[src/hw/flash_ctl_pkg.sv]
// constants, command codes and types for the flash mode controller
// How it works
// - only command sequences enter single-pulse mode
// - after enter code, one pulse programs one word
// - single-pulse mode ends on 500 ns reset
// - keep enter code out of product software
// - address at later fall, data at first rise
package flash_ctl_pkg;
   // array shape
   localparam int ADDR_W      = 20;
   localparam int DATA_W      = 16;
   localparam int NUM_SECTORS = 39;
   localparam int SMALL_BITS  = 12;
   localparam int LARGE_BITS  = 15;
   localparam int SECT_W      = 6;
   // timing in ns and derived cycles at 125 MHz
   localparam int CLK_NS      = 8;
   localparam int T_ACC_NS    = 70;
   localparam int T_WP_NS     = 48;
   localparam int T_RST_NS    = 500;
   localparam int T_BUSY_NS   = 200;
   localparam int SYNC_STAGES = 2;
   localparam logic [7:0] ACC_CYC  =
      8'((T_ACC_NS + CLK_NS - 1) / CLK_NS + SYNC_STAGES);
   localparam logic [7:0] WP_CYC   = 8'((T_WP_NS + CLK_NS - 1) / CLK_NS);
   localparam logic [7:0] RST_CYC  = 8'((T_RST_NS + CLK_NS - 1) / CLK_NS);
   localparam logic [7:0] BUSY_CYC = 8'((T_BUSY_NS + CLK_NS - 1) / CLK_NS);
   // command sequence addresses and codes, upper byte always zero
   localparam logic [19:0] UNLOCK_ADDR1   = 20'h00555;
   localparam logic [19:0] UNLOCK_ADDR2   = 20'h002AA;
   localparam logic [15:0] UNLOCK_DATA1   = 16'h00AA;
   localparam logic [15:0] UNLOCK_DATA2   = 16'h0055;
   localparam logic [15:0] CODE_PROGRAM   = 16'h00A0;
   localparam logic [15:0] CODE_ERASE     = 16'h0080;
   localparam logic [15:0] CODE_SECT_ERA  = 16'h0030;
   localparam logic [15:0] CODE_CHIP_ERA  = 16'h0010;
   localparam logic [15:0] CODE_SUSPEND   = 16'h00B0;
   localparam logic [15:0] CODE_RESUME    = 16'h0030;
   localparam logic [15:0] CODE_ENTER_SP  = 16'h0050;
   localparam logic [2:0]  STEPS_PROGRAM  = 3'h4;
   localparam logic [2:0]  STEPS_LONG     = 3'h6;
   localparam logic [2:0]  STEPS_SINGLE   = 3'h1;
   localparam logic [2:0]  STEP_OPCODE    = 3'h2;
   // host commands
   typedef enum logic [2:0] {
      OP_READ, OP_PROGRAM, OP_SECTOR_ERASE, OP_CHIP_ERASE,
      OP_SUSPEND, OP_RESUME, OP_ENTER_SP, OP_RESET
   } op_t;
   typedef enum logic [2:0] {
      ST_IDLE, ST_SETUP, ST_STROBE, ST_HOLD, ST_READ, ST_BUSY, ST_RESET
   } state_t;
endpackage : flash_ctl_pkg

[src/hw/flash_mode_control.sv]
// host-side controller driving the flash pins from a command port
`timescale 1ns/1ps
module flash_mode_control #(
   parameter int ADDR_W = flash_ctl_pkg::ADDR_W,
   parameter int DATA_W = flash_ctl_pkg::DATA_W
) (
   // clock and reset
   input  wire logic                   CLK_I,
   input  wire logic                   RST_I,
   // command port
   input  wire logic                   CMD_VALID_I,
   input  wire flash_ctl_pkg::op_t     CMD_OP_I,
   input  wire logic [ADDR_W-1:0]      CMD_ADDR_I,
   input  wire logic [DATA_W-1:0]      CMD_DATA_I,
   input  wire logic [flash_ctl_pkg::NUM_SECTORS-1:0] PROTECT_I,
   output logic                        CMD_READY_O,
   // response port
   output logic                        RSP_VALID_O,
   output logic                        RSP_ERROR_O,
   output logic [DATA_W-1:0]           RSP_DATA_O,
   output logic                        SP_MODE_O,
   // flash pins
   output logic [ADDR_W-1:0]           FL_ADDR_O,
   output logic                        FL_CE_N_O,
   output logic                        FL_OUTPUT_GATE_N_O,
   output logic                        FL_WRITE_STROBE_N_O,
   output logic                        FL_RESET_N_O,
   output logic                        FL_VPP_EN_O,
   input  wire logic [DATA_W-1:0]      FL_DQ_I,
   output logic [DATA_W-1:0]           FL_DQ_O,
   output logic                        FL_DQ_OE_O,
   input  wire logic                   FL_RDY_I
);
   // sector index: eight 4K boot sectors, then 32K sectors
   function automatic logic [flash_ctl_pkg::SECT_W-1:0] sector_of(
      input logic [ADDR_W-1:0] a);
      logic [ADDR_W-1:0] big;
      big = a >> flash_ctl_pkg::LARGE_BITS;
      if (big == '0) begin
         sector_of = flash_ctl_pkg::SECT_W'(a >> flash_ctl_pkg::SMALL_BITS);
      end else begin
         sector_of = flash_ctl_pkg::SECT_W'(big + ADDR_W'(7));
      end
   endfunction : sector_of

   // one bus cycle of a command sequence: {address, data}
   function automatic logic [ADDR_W+DATA_W-1:0] seq_word(
      input flash_ctl_pkg::op_t op, input logic [2:0] step,
      input logic last, input logic [ADDR_W-1:0] a,
      input logic [DATA_W-1:0] d);
      logic [DATA_W-1:0] opc;
      opc = (op == flash_ctl_pkg::OP_PROGRAM) ?
            flash_ctl_pkg::CODE_PROGRAM : flash_ctl_pkg::CODE_ERASE;
      seq_word = {flash_ctl_pkg::UNLOCK_ADDR1, flash_ctl_pkg::UNLOCK_DATA1};
      if (last) begin
         unique case (op)
            flash_ctl_pkg::OP_SECTOR_ERASE:
               seq_word = {a, flash_ctl_pkg::CODE_SECT_ERA};
            flash_ctl_pkg::OP_CHIP_ERASE:
               seq_word = {flash_ctl_pkg::UNLOCK_ADDR1,
                           flash_ctl_pkg::CODE_CHIP_ERA};
            flash_ctl_pkg::OP_SUSPEND:
               seq_word = {a, flash_ctl_pkg::CODE_SUSPEND};
            flash_ctl_pkg::OP_RESUME:
               seq_word = {a, flash_ctl_pkg::CODE_RESUME};
            flash_ctl_pkg::OP_ENTER_SP:
               seq_word = {flash_ctl_pkg::UNLOCK_ADDR1,
                           flash_ctl_pkg::CODE_ENTER_SP};
            default: seq_word = {a, d}; // program word
         endcase
      end else if (step == 3'h1 || step == 3'h4) begin
         seq_word = {flash_ctl_pkg::UNLOCK_ADDR2, flash_ctl_pkg::UNLOCK_DATA2};
      end else if (step == flash_ctl_pkg::STEP_OPCODE) begin
         seq_word = {flash_ctl_pkg::UNLOCK_ADDR1, opc};
      end
   endfunction : seq_word

   flash_ctl_pkg::state_t  state_reg;
   flash_ctl_pkg::op_t     op_reg;
   logic [7:0]             cnt_reg;
   logic [2:0]             step_reg;
   logic [2:0]             nsteps_reg;
   logic [ADDR_W-1:0]      addr_reg;
   logic [DATA_W-1:0]      data_reg;
   logic                   sp_mode_reg;
   logic                   wait_reg;
   logic [DATA_W-1:0]      dq_s1_reg;
   logic [DATA_W-1:0]      dq_s2_reg;
   logic                   rdy_s1_reg;
   logic                   rdy_s2_reg;

   // pins come from outside; two flops before any use
   always_ff @(posedge CLK_I) begin
      dq_s1_reg  <= FL_DQ_I;
      dq_s2_reg  <= dq_s1_reg;
      rdy_s1_reg <= FL_RDY_I;
      rdy_s2_reg <= rdy_s1_reg;
   end

   // command decode
   wire logic is_prog  = (CMD_OP_I == flash_ctl_pkg::OP_PROGRAM);
   wire logic is_serase = (CMD_OP_I == flash_ctl_pkg::OP_SECTOR_ERASE);
   wire logic is_erase = is_serase ||
                         (CMD_OP_I == flash_ctl_pkg::OP_CHIP_ERASE);
   wire logic is_susp  = (CMD_OP_I == flash_ctl_pkg::OP_SUSPEND) ||
                         (CMD_OP_I == flash_ctl_pkg::OP_RESUME);
   // mirror lockout so a refused write never reaches the pins
   wire logic prot_hit = (is_prog || is_serase) &&
                         PROTECT_I[sector_of(CMD_ADDR_I)];
   // flash would program erase codes as data in this mode
   wire logic sp_refuse = sp_mode_reg && (is_erase || is_susp ||
                          CMD_OP_I == flash_ctl_pkg::OP_ENTER_SP);
   wire logic refuse   = prot_hit || sp_refuse;
   wire logic take     = CMD_VALID_I && (state_reg == flash_ctl_pkg::ST_IDLE);
   // prefix dropped once single-pulse mode is on
   wire logic [2:0] nsteps_w =
      (is_prog && sp_mode_reg) || is_susp ? flash_ctl_pkg::STEPS_SINGLE :
      is_prog ? flash_ctl_pkg::STEPS_PROGRAM :
      flash_ctl_pkg::STEPS_LONG;
   wire logic needs_wait = is_prog || is_erase ||
                           (CMD_OP_I == flash_ctl_pkg::OP_SUSPEND);
   wire logic last_step = (step_reg == nsteps_reg - 3'h1);
   wire logic [ADDR_W+DATA_W-1:0] word_w =
      seq_word(op_reg, step_reg, last_step, addr_reg, data_reg);
   wire logic done_ok = (state_reg == flash_ctl_pkg::ST_BUSY) &&
                        (cnt_reg == '0) && rdy_s2_reg;
   wire logic finish  = done_ok ||
      ((state_reg == flash_ctl_pkg::ST_HOLD) && last_step && !wait_reg);

   // sequencer; pins idle and released while RST_I is high
   always_ff @(posedge CLK_I) begin
      if (RST_I) begin
         state_reg           <= flash_ctl_pkg::ST_IDLE;
         op_reg              <= flash_ctl_pkg::OP_READ;
         cnt_reg             <= '0;
         step_reg            <= '0;
         nsteps_reg          <= flash_ctl_pkg::STEPS_SINGLE;
         addr_reg            <= '0;
         data_reg            <= '0;
         sp_mode_reg         <= 1'b0;
         wait_reg            <= 1'b0;
         CMD_READY_O         <= 1'b1;
         RSP_VALID_O         <= 1'b0;
         RSP_ERROR_O         <= 1'b0;
         RSP_DATA_O          <= '0;
         FL_ADDR_O           <= '0;
         FL_CE_N_O           <= 1'b1;
         FL_OUTPUT_GATE_N_O  <= 1'b1;
         FL_WRITE_STROBE_N_O <= 1'b1;
         FL_RESET_N_O        <= 1'b1;
         FL_VPP_EN_O         <= 1'b0;
         FL_DQ_O             <= '0;
         FL_DQ_OE_O          <= 1'b0;
      end else begin
         RSP_VALID_O <= 1'b0;
         unique case (state_reg)
            flash_ctl_pkg::ST_IDLE: if (take) begin
               op_reg     <= CMD_OP_I;
               addr_reg   <= CMD_ADDR_I;
               data_reg   <= CMD_DATA_I;
               step_reg   <= '0;
               nsteps_reg <= nsteps_w;
               wait_reg   <= needs_wait;
               RSP_ERROR_O <= refuse;
               if (refuse) begin
                  RSP_VALID_O <= 1'b1;
               end else if (CMD_OP_I == flash_ctl_pkg::OP_READ) begin
                  CMD_READY_O        <= 1'b0;
                  FL_ADDR_O          <= CMD_ADDR_I;
                  FL_CE_N_O          <= 1'b0;
                  FL_OUTPUT_GATE_N_O <= 1'b0;
                  cnt_reg            <= flash_ctl_pkg::ACC_CYC;
                  state_reg          <= flash_ctl_pkg::ST_READ;
               end else if (CMD_OP_I == flash_ctl_pkg::OP_RESET) begin
                  CMD_READY_O  <= 1'b0;
                  FL_RESET_N_O <= 1'b0;
                  cnt_reg      <= flash_ctl_pkg::RST_CYC;
                  state_reg    <= flash_ctl_pkg::ST_RESET;
               end else begin
                  CMD_READY_O <= 1'b0;
                  // supply raised only for real writes
                  FL_VPP_EN_O <= FL_VPP_EN_O || is_prog || is_erase;
                  state_reg   <= flash_ctl_pkg::ST_SETUP;
               end
            end
            flash_ctl_pkg::ST_SETUP: begin
               // address and select first, strobe falls later
               {FL_ADDR_O, FL_DQ_O} <= word_w;
               FL_DQ_OE_O <= 1'b1;
               FL_CE_N_O  <= 1'b0;
               cnt_reg    <= flash_ctl_pkg::WP_CYC;
               state_reg  <= flash_ctl_pkg::ST_STROBE;
            end
            flash_ctl_pkg::ST_STROBE: begin
               if (cnt_reg == '0) begin
                  FL_WRITE_STROBE_N_O <= 1'b1;
                  state_reg           <= flash_ctl_pkg::ST_HOLD;
               end else begin
                  FL_WRITE_STROBE_N_O <= 1'b0;
                  cnt_reg             <= cnt_reg - 8'h01;
               end
            end
            flash_ctl_pkg::ST_HOLD: begin
               // data held one cycle past the strobe rise
               FL_CE_N_O  <= 1'b1;
               FL_DQ_OE_O <= 1'b0;
               step_reg   <= step_reg + 3'h1;
               cnt_reg    <= flash_ctl_pkg::BUSY_CYC;
               if (!last_step) begin
                  state_reg <= flash_ctl_pkg::ST_SETUP;
               end else if (wait_reg) begin
                  state_reg <= flash_ctl_pkg::ST_BUSY;
               end else begin
                  state_reg <= flash_ctl_pkg::ST_IDLE;
                  if (op_reg == flash_ctl_pkg::OP_ENTER_SP) begin
                     sp_mode_reg <= 1'b1;
                     FL_VPP_EN_O <= 1'b1;
                  end
               end
            end
            flash_ctl_pkg::ST_BUSY: begin
               // let ready fall before trusting its rise
               if (cnt_reg != '0) begin
                  cnt_reg <= cnt_reg - 8'h01;
               end else if (rdy_s2_reg) begin
                  FL_VPP_EN_O <= sp_mode_reg;
                  state_reg   <= flash_ctl_pkg::ST_IDLE;
               end
            end
            flash_ctl_pkg::ST_READ: begin
               if (cnt_reg == '0) begin
                  RSP_DATA_O         <= dq_s2_reg;
                  RSP_VALID_O        <= 1'b1;
                  CMD_READY_O        <= 1'b1;
                  FL_CE_N_O          <= 1'b1;
                  FL_OUTPUT_GATE_N_O <= 1'b1;
                  state_reg          <= flash_ctl_pkg::ST_IDLE;
               end else begin
                  cnt_reg <= cnt_reg - 8'h01;
               end
            end
            flash_ctl_pkg::ST_RESET: begin
               if (cnt_reg == '0) begin
                  FL_RESET_N_O <= 1'b1;
                  sp_mode_reg  <= 1'b0;
                  FL_VPP_EN_O  <= 1'b0;
                  RSP_VALID_O  <= 1'b1;
                  CMD_READY_O  <= 1'b1;
                  state_reg    <= flash_ctl_pkg::ST_IDLE;
               end else begin
                  cnt_reg <= cnt_reg - 8'h01;
               end
            end
         endcase
         if (finish) begin
            RSP_VALID_O <= 1'b1;
            CMD_READY_O <= 1'b1;
         end
      end
   end

   assign SP_MODE_O = sp_mode_reg;

   // helper: length of the current reset pulse
   logic [7:0] rst_low_reg;
   always_ff @(posedge CLK_I) begin
      if (RST_I || FL_RESET_N_O) rst_low_reg <= '0;
      else if (rst_low_reg != 8'hFF) rst_low_reg <= rst_low_reg + 8'h01;
   end
   wire logic cmd_code_cycle = !(last_step &&
      op_reg == flash_ctl_pkg::OP_PROGRAM);

   a_reset_start: assert property (@(posedge CLK_I)
      $past(RST_I) && !RST_I |-> CMD_READY_O && !SP_MODE_O && FL_RESET_N_O)
      else $error("controller not idle after reset");
   a_read_gate: assert property (@(posedge CLK_I) disable iff (RST_I)
      !FL_OUTPUT_GATE_N_O |-> FL_WRITE_STROBE_N_O && !FL_CE_N_O
         && !FL_DQ_OE_O)
      else $error("read gate with write or drive");
   a_strobe_in_ce: assert property (@(posedge CLK_I) disable iff (RST_I)
      $fell(FL_WRITE_STROBE_N_O) |-> !FL_CE_N_O && $past(!FL_CE_N_O)
         && FL_DQ_OE_O)
      else $error("strobe fell without select setup");
   a_upper_zero: assert property (@(posedge CLK_I) disable iff (RST_I)
      !FL_WRITE_STROBE_N_O && cmd_code_cycle |-> FL_DQ_O[15:8] == 8'h00)
      else $error("command code upper byte not zero");
   a_reset_width: assert property (@(posedge CLK_I) disable iff (RST_I)
      $rose(FL_RESET_N_O) |-> !SP_MODE_O &&
         $past(rst_low_reg) >= flash_ctl_pkg::RST_CYC)
      else $error("reset pulse too short or mode kept");
   a_sp_refuse: assert property (@(posedge CLK_I) disable iff (RST_I)
      take && sp_mode_reg && is_erase |=> RSP_VALID_O && RSP_ERROR_O
         && state_reg == flash_ctl_pkg::ST_IDLE)
      else $error("erase accepted in single-pulse mode");
   a_prot_refuse: assert property (@(posedge CLK_I) disable iff (RST_I)
      take && prot_hit |=> RSP_ERROR_O ##1 FL_WRITE_STROBE_N_O)
      else $error("protected sector not refused");
   a_vpp_idle: assert property (@(posedge CLK_I) disable iff (RST_I)
      state_reg == flash_ctl_pkg::ST_IDLE && !sp_mode_reg |-> !FL_VPP_EN_O)
      else $error("program supply left raised");
   a_wait_ready: assert property (@(posedge CLK_I) disable iff (RST_I)
      $fell(FL_CE_N_O) ##0 wait_reg |-> !RSP_VALID_O[*2])
      else $error("response during write cycle");
   a_done_ready: assert property (@(posedge CLK_I) disable iff (RST_I)
      $past(state_reg == flash_ctl_pkg::ST_BUSY) && RSP_VALID_O
         |-> $past(rdy_s2_reg) && $past(cnt_reg) == 8'h00)
      else $error("write done before ready");
   c_read: cover property (@(posedge CLK_I)
      RSP_VALID_O && op_reg == flash_ctl_pkg::OP_READ);
   c_program: cover property (@(posedge CLK_I) done_ok && !sp_mode_reg);
   c_sp_write: cover property (@(posedge CLK_I) done_ok && sp_mode_reg);
   c_sp_exit: cover property (@(posedge CLK_I) $fell(SP_MODE_O));
endmodule : flash_mode_control
[config.mk]
export PLATFORM = sky130hd
export DESIGN_NAME = flash_mode_control
export DESIGN_NICKNAME = d
export VERILOG_FILES = /design/src/hw/flash_ctl_pkg.sv /design/src/hw/flash_mode_control.sv
export SDC_FILE = /design/constraint.sdc
export NUM_CORES = 1
export LEC_CHECK = 0
export ABC_AREA = 1
export BUFFER_PORTS_ARGS = -buffer_cell sky130_fd_sc_hd__buf_2
export CAP_MARGIN = 20
export CORE_UTILIZATION = 32
export CTS_BUF_LIST = sky130_fd_sc_hd__clkbuf_8
export CTS_CLUSTER_DIAMETER = 60
export DETAILED_ROUTE_END_ITERATION = 16
export PLACE_DENSITY = 0.53
export RECOVER_POWER = 100
export SETUP_SLACK_MARGIN = 0.02
export SYNTH_ARGS = -nofsm -noshare
export SYNTH_HDL_FRONTEND = slang
export SYNTH_SLANG_ARGS = --single-unit
[constraint.sdc]
create_clock -name CLK_I -period 6.1 [get_ports CLK_I]
set_clock_uncertainty 0.2 [all_clocks]
set_input_delay 0.305 -clock CLK_I [delete_from_list [all_inputs] [get_ports CLK_I]]
set_output_delay 0.305 -clock CLK_I [all_outputs]
set_load 0.01 [all_outputs]
==> impl_metrics.py, run 1 <==
metrics = {
    "drt": {
        "remaining_drc_errors": 0,
        "vias": 6247,
        "dr.pass1.iters": 5,
        "wirelength_mm": 17.79,
        "wire_per_inst_um": 13.27,
        "dr.first_iter.drc_count": 400,
        "avgViaCountPerCell": 4.658,
        "ant_nets": 0,
    },
    "place": {
        "dpl.hpwl_mm": 12.22,
        "globalplace.congestion": 0.8860,
        "io_buffer_count": 159,
    },
    "pwr": {
        "p_switching_mw": 1.488,
        "pwr-share-comb_pct": 40.0,
        "pwr-share-seq_pct": 38.8,
        "intPower_mw": 1.991,
        "p_leak_nw": 3.762,
        "swShare_pct": 42.77,
        "p_clk_share_pct": 21.2,
        "power_density_nw_per_um2": 419.7,
        "irDropWorstVdd_uv": 162.1,
    },
    "synthesis": {
        "synthesis.nets": 966,
        "ys_async_sr_fraction_pct": 0,
        "ys_seq_area_share_pct": 47.08,
        "ys_types": 43,
        "ys_ff_latch": 153,
        "synth_ff_type": "dfxtp_1",
        "synth.top_cell.area_share_pct": 47.08,
        "synth_area_leaders": "dfxtp_1, o21ai_0, nor2_1",
        "avgSynthCellArea_sq_um": 7.557,
        "synth_edf_count": 0,
        "synth_area_sq_um": 6506,
        "synth_top_area_cell": "dfxtp_1",
        "synthCells": 861,
        "synth_warnings": 0,
    },
    "clock_tree": {
        "cts_tree": "yes",
        "clockBufferDepth": 2,
        "clock_latency_ns": 0.46,
        "cts-buffers-inserted": 17,
        "clk_pin_slew_ns": 0.10,
        "htree_levels": 4,
        "cts_setup_buffers": 0,
        "cts-root-buf": "clkbuf_8",
        "clock_sinks": 153,
    },
    "grt": {
        "grt_use_met2_pct": 29.07,
        "antenna_found_initial": 0,
        "met1_usage_pct": 22.20,
        "grt_pass1_wl_mm": 28.68,
        "grt.total_usage_pct": 17.48,
        "grt_use_met3_pct": 4.272,
        "grt_pass1_vias": 5895,
        "grt_max_degree": 80,
        "top_usage_layer": "met2",
        "overflow": 0,
    },
    "final_layout": {
        "drive_gt1_share_pct": 13.85,
        "finish.utilization_pct": 42.04,
        "diodes": 0,
        "regArea_sq_um": 3063,
        "area_growth_pct": 27.40,
        "final_cell_mix": "dfxtp_1, nor2_1, inv_1",
        "multiInputGateArea_sq_um": 2795,
        "fillers": 2040,
        "layout_commonest_cell": "dfxtp_1",
        "layout.nets": 1168,
    },
    "outcome": {
        "violations": "max-capacitance violations, max-slew violations",
        "status": "complete, but fails checks",
    },
    "setup_path": {
        "end_kind": "flop",
        "worstSetupPathType": "flop to flop",
        "path_max_fanout": 41,
        "path_delay_family": "buffers and inverters",
        "max_stage_delay_ns": 1.19,
        "slowest_stage": "clkbuf_1",
        "crit_top_cell": "inv_1",
        "cp.arrival_ns": 4.10,
        "crit_chain": "nor2_1 > inv_1 > nor2_1 > inv_1 > nor2_2 > clkbuf_1 > inv_1 > buf_4 > o21ai_0 > a21oi_1",
        "cp-start-kind": "flop",
        "required_ns": 6.23,
        "cp_num_buf_inv": 5,
    },
    "timing": {
        "fmax_mhz": 251.6,
        "finalSetupViolations": 0,
        "hold_viol_final": 0,
        "setup_tns_ns": 0,
        "min_period_over_period_pct": 65.15,
        "post-route-min-period_ns": 3.974,
        "tightest_slew_ns": 1.641,
        "slew_headroom_pct": -9.370,
        "rsz0062_at_grt": "false",
        "maxSlewViolCount": 42,
    },
    "job": {
        "maxCapViolations": 1,
    },
    "floorplan": {
        "io_pins": 160,
        "core_sq_um": 19720,
        "num_rows": 51,
        "die_y_um": 144.6,
        "die-area_sq_um": 20910,
        "initial_core_util_pct": 33.00,
        "die_w_um": 144.6,
    },
    "hold_path": {
        "hp-class": "input port to flop",
    },
}
logic make-up (layout without fill, tap and decap cells):
| family | count (synthesis) | count (layout) | synth area share, % |
|---|---|---|---|
| compound gates | 214 | 214 | 19.50 |
| xor+xnor | 4 | 4 | 0.5386 |
| fa+ha+maj | 7 | 7 | 1.346 |
| buf+inv | 154 | 369 | 9.231 |
| flops | 153 | 153 | 47.08 |
| mux | 1 | 1 | 0.1539 |
| simple gates | 328 | 328 | 22.15 |
layer usage:
metal	vias to the layer above	wire, um
li1	3254	-
met1	2825	8563
met2	156	8137
met3	12	907
met4	0	185
met5	-	0
stage by stage:
stage	std cells	setup slack, ns	hold WS [ns]	instance area (sq um)	total power, mW
4_1_cts	1341	3.190	0.002134	8424	3.562
5_1_grt	1341	1.670	0.03191	8289	3.764
6_report	1341	2.126	0.02909	8289	3.479
2_1_floorplan	861	3.762	0.1096	6506	2.348
3_3_place_gp	1257	3.225	0.1096	7527	2.789
3_5_place_dp	1257	3.170	0.1121	7527	2.785
synth_stat cells (2+ instances only):
master,count
dfxtp_1,153
ha_1,7
nand2_1,114
o41ai_1,2
nor2_1,121
a31oi_1,4
a221o_1,5
nor3_1,6
o21a_1,2
nand4_1,4
o221ai_1,8
o211ai_1,27
inv_1,116
nor2_2,4
a211oi_1,6
a21oi_1,52
clkbuf_1,25
nand3_1,63
nand3_2,3
o21ai_2,3
o21ai_0,97
nor2_4,3
nand3b_1,2
buf_2,5
nand2_4,5
xor2_1,3
buf_6,2
inv_2,4
final cells by class:
cell class / count / share of cell area [%]
sequential: 153 / 36.95
multi-input combinational: 554 / 33.72
timing repair buffer: 216 / 15.31
inverter: 121 / 5.479
tap: 265 / 4.000
clock buffer: 17 / 2.823
clock inverter: 15 / 1.721
final timing paths:
kind,start,endpoint,slack (ns),cells past startpoint
hold / removal,CMD_ADDR_I[14],addr_reg[14]$_SDFFE_PP0P_,0.03,3
setup reg to reg,state_reg[2]$_SDFFE_PP0P_,data_reg[1]$_SDFFE_PP0P_,2.13,10
setup / recovery,state_reg[2]$_SDFFE_PP0P_,data_reg[1]$_SDFFE_PP0P_,2.13,10
hold reg to reg,dq_s1_reg[12]$_DFF_P_,dq_s2_reg[12]$_DFF_P_,0.13,0
power by group through the flow:
stage	logic [mW]	registers [mW]	clock network [mW]
finish	1.39	1.35	0.738
CTS	1.45	1.35	0.764
detailed placement	1.41	1.37	0
global placement	1.42	1.37	0
global route	1.58	1.38	0.806
floorplan	0.958	1.39	0
worst min-delay path, delay by kind of cell:
family	cells	cell delay, ns
compound gates	2	0.20
buf+inv	1	0.13
what timing repair did:
action | CTS | global route
hold buffers | 52 | 0
gates resized for setup | 0 | 0
endpoints found under the hold margin | 54 | 0
endpoints found under the setup margin | 0 | 0
(Power assumes the default switching activity.)
==> inputs of run 2 (changes only) <==
--- a/config.mk
+++ b/config.mk
@@ -5,7 +5,7 @@
 export SDC_FILE = /design/constraint.sdc
 export NUM_CORES = 1
 export LEC_CHECK = 0
-export ABC_AREA = 1
+export ABC_AREA = 0
 export BUFFER_PORTS_ARGS = -buffer_cell sky130_fd_sc_hd__buf_2
 export CAP_MARGIN = 20
 export CORE_UTILIZATION = 32
==> constraint.sdc (replaced) <==
create_clock -name CLK_I -period 3.75 [get_ports CLK_I]
set_clock_uncertainty 0.2 [all_clocks]
set_input_delay 0.1875 -clock CLK_I [delete_from_list [all_inputs] [get_ports CLK_I]]
set_output_delay 0.1875 -clock CLK_I [all_outputs]
set_load 0.01 [all_outputs]
==> run 2 against run 1 <==
Compared with the run above:
- the flow now finishes without violations
- wire length grew 7.0%
- count of clock-buffer cells in the layout grew 1
- via count grew 2.7%
- combinational power grew 33%
- clock power grew 68%
- cell count shrank 2.9%
- power grew 50%
- synthesized area grew 1.9%
==> impl_metrics.py, run 2 <==
metrics = {
    "outcome": {
        "status": "finished, final reports clean",
    },
    "synthesis": {
        "synthCells": 825,
        "synth_top_area_cell": "dfxtp_1",
        "avgSynthCellArea_sq_um": 8.040,
        "synth.top_cell.area_share_pct": 46.18,
        "synth_edf_count": 0,
        "synth_common_cells": "nand2_1, dfxtp_1, a21oi_1, nor2_1, clkbuf_1",
        "synth_area_sq_um": 6633,
        "ys_seq_area_share_pct": 46.18,
        "synth_warnings": 0,
        "synthesis.nets": 930,
        "ys_ff_latch": 153,
        "yosysMostFrequentCell": "nand2_1",
        "synth_ff_type": "dfxtp_1",
        "synth_area_leaders": "dfxtp_1, nand2_1, a21oi_1",
        "ys_types": 68,
        "ys_async_sr_fraction_pct": 0,
    },
    "drt": {
        "dr.first_iter.drc_count": 370,
        "dr.pass1.iters": 4,
        "wire_per_inst_um": 14.63,
        "vias": 6413,
        "wirelength_mm": 19.05,
        "remaining_drc_errors": 0,
        "ant_nets": 0,
        "avgViaCountPerCell": 4.925,
    },
    "pwr": {
        "power_density_nw_per_um2": 611.9,
        "p_leak_nw": 3.336,
        "total_power_mw": 5.225,
        "irDropWorstVdd_uv": 338.5,
    },
    "grt": {
        "grt_max_degree": 60,
        "met1_usage_pct": 24.14,
        "grt_pass1_wl_mm": 31.29,
        "antenna_found_initial": 0,
        "overflow": 0,
        "grt_use_met3_pct": 4.357,
        "grt_pass1_vias": 6194,
        "grt_use_met2_pct": 28.85,
        "grt.total_usage_pct": 18.06,
        "top_usage_layer": "met2",
    },
    "place": {
        "pre_cts_ws_ns": 0.04687,
        "dpl.hpwl_mm": 12.42,
        "globalplace.congestion": 0.8410,
        "place_area_sq_um": 7679,
        "io_buffer_count": 159,
        "place_inst": 1212,
    },
    "setup_path": {
        "rrSetupSlack_ns": 0.43,
        "r2r-start": "state_reg[1]$_SDFFE_PP0P_",
        "ff2ff_path_depth": 7,
        "r2r-end": "addr_reg[18]$_SDFFE_PP0P_",
        "cp.arrival_ns": 3.71,
        "cp-start-kind": "input port",
        "end_kind": "flop",
        "path_max_fanout": 10,
        "worstSetupPathType": "input port to flop",
        "required_ns": 3.91,
    },
    "hold_path": {
        "holdPathEnd": "cnt_reg[6]$_SDFFE_PP0P_",
        "hp-class": "input port to flop",
        "hold-path-cell-count": 2,
        "hold_start": "RST_I",
    },
    "clock_tree": {
        "clk_pin_slew_ns": 0.09,
        "cts_tree": "yes",
        "clock_latency_ns": 0.46,
        "cts-root-buf": "clkbuf_8",
        "clockBufferDepth": 2,
        "htree_levels": 4,
        "clock_sinks": 153,
        "cts-buffers-inserted": 17,
    },
    "timing": {
        "slew_headroom_pct": 15.04,
        "fmax_mhz": 281.2,
        "tightest_slew_ns": 1.274,
        "hold_viol_final": 0,
        "postLayoutSetupSlackWorst_ns": 0.1937,
        "post-route-min-period_ns": 3.556,
        "rsz0062_at_grt": "false",
        "finalSetupViolations": 0,
        "timing.hold.ws_ns": 0.05596,
        "setup_tns_ns": 0,
        "maxSlewViolCount": 0,
        "min_period_over_period_pct": 94.83,
    },
    "final_layout": {
        "stdcell_area_sq_um": 8539,
        "layout_commonest_cell": "nand2_1",
        "final_cells": 1302,
        "finish.utilization_pct": 42.07,
        "diodes": 0,
        "layout.nets": 1124,
        "final_cell_mix": "nand2_1, dfxtp_1, a21oi_1",
        "fillers": 2150,
        "area_growth_pct": 28.75,
        "drive_gt1_share_pct": 15.99,
    },
    "floorplan": {
        "num_rows": 52,
        "die_w_um": 146.0,
        "initial_core_util_pct": 32.67,
        "die_y_um": 146.0,
        "die-area_sq_um": 21310,
        "io_pins": 160,
        "core_sq_um": 20300,
    },
    "job": {
        "maxCapViolations": 0,
    },
}
==> run 2: cell count changes after synthesis, sizes merged, moves of 31 or more <==
| cell | before | now |
|---|---|---|
| inv | 120 | 19 |
| o21ai | 100 | 20 |
| nand2 | 119 | 173 |
| nor2 | 128 | 76 |
| a21oi | 53 | 104 |
| nand3 | 66 | 29 |
| clkbuf | 26 | 57 |
==> run 2: logic make-up after synthesis <==
logic type / synth area share, %
and+or+nand+nor: 21.94
DFF: 46.18
muxes: 3.018
adders and majority gates: 1.320
buffers and inverters: 4.792
xor gates and xnor gates: 1.283
AOI/OAI and AO/OA: 21.47
==> run 2: report_power, final <==
group	leakage, nW	switching, mW	internal, mW	total (mW)
Clock	0.196	0.686	0.556	1.24
Sequential	1.26	0.213	1.92	2.13
Combinational	1.88	1.20	0.657	1.85
==> run 2: worst max-delay path, stage by stage <==
cell           delay [ns]
dlygate4sd3_1        0.53
buf_2                0.16
inv_1                0.07
ha_1                 0.23
or4b_4               0.52
buf_4                0.19
mux2_4               0.36
a2111oi_2            0.37
a31o_1               0.15
a211oi_1             0.05
o2111a_1             0.18
or3_4                0.42
mux2_4               0.30
==> run 2: per-layer routing <==
layer  wire length (um)  part of all wire, %
met5                  0                    0
met4                178                 0.93
met1               9398                   49
met2               8367                   44
met3               1101                  5.8
==> run 2: what timing repair did <==
action	4_1_cts	5_1_grt
endpoints found under the hold margin	79	0
hold buffers	57	0
gates resized for setup	0	1
setup buffers	0	0
endpoints found under the setup margin	0	2
==> run 2: worst max path at each step <==
stage	endpoint	start	slack, ns	cells past startpoint
6_report	state_reg[2]$_SDFFE_PP0P_	CMD_ADDR_I[16]	0.19	13
5_1_grt	state_reg[2]$_SDFFE_PP0P_	CMD_ADDR_I[16]	0.04	13
4_1_cts	state_reg[2]$_SDFFE_PP0P_	CMD_ADDR_I[16]	0.04	13
3_5_place_dp	state_reg[2]$_SDFFE_PP0P_	CMD_ADDR_I[15]	0.05	12
3_3_place_gp	state_reg[2]$_SDFFE_PP0P_	CMD_ADDR_I[15]	0.15	11
2_1_floorplan	state_reg[2]$_SDFFE_PP0P_	CMD_ADDR_I[15]	0.26	12
==> run 2: cell type report <==
type                       count  area (sq um)  area share, %
clock buffer                  18         247.7          2.901
clock inverter                14         137.6          1.612
inverter                      19         71.32         0.8352
multi-input combinational    592          3262          38.20
sequential                   153          3063          35.87
tap                          270         337.8          3.956
timing repair buffer         236          1420          16.63
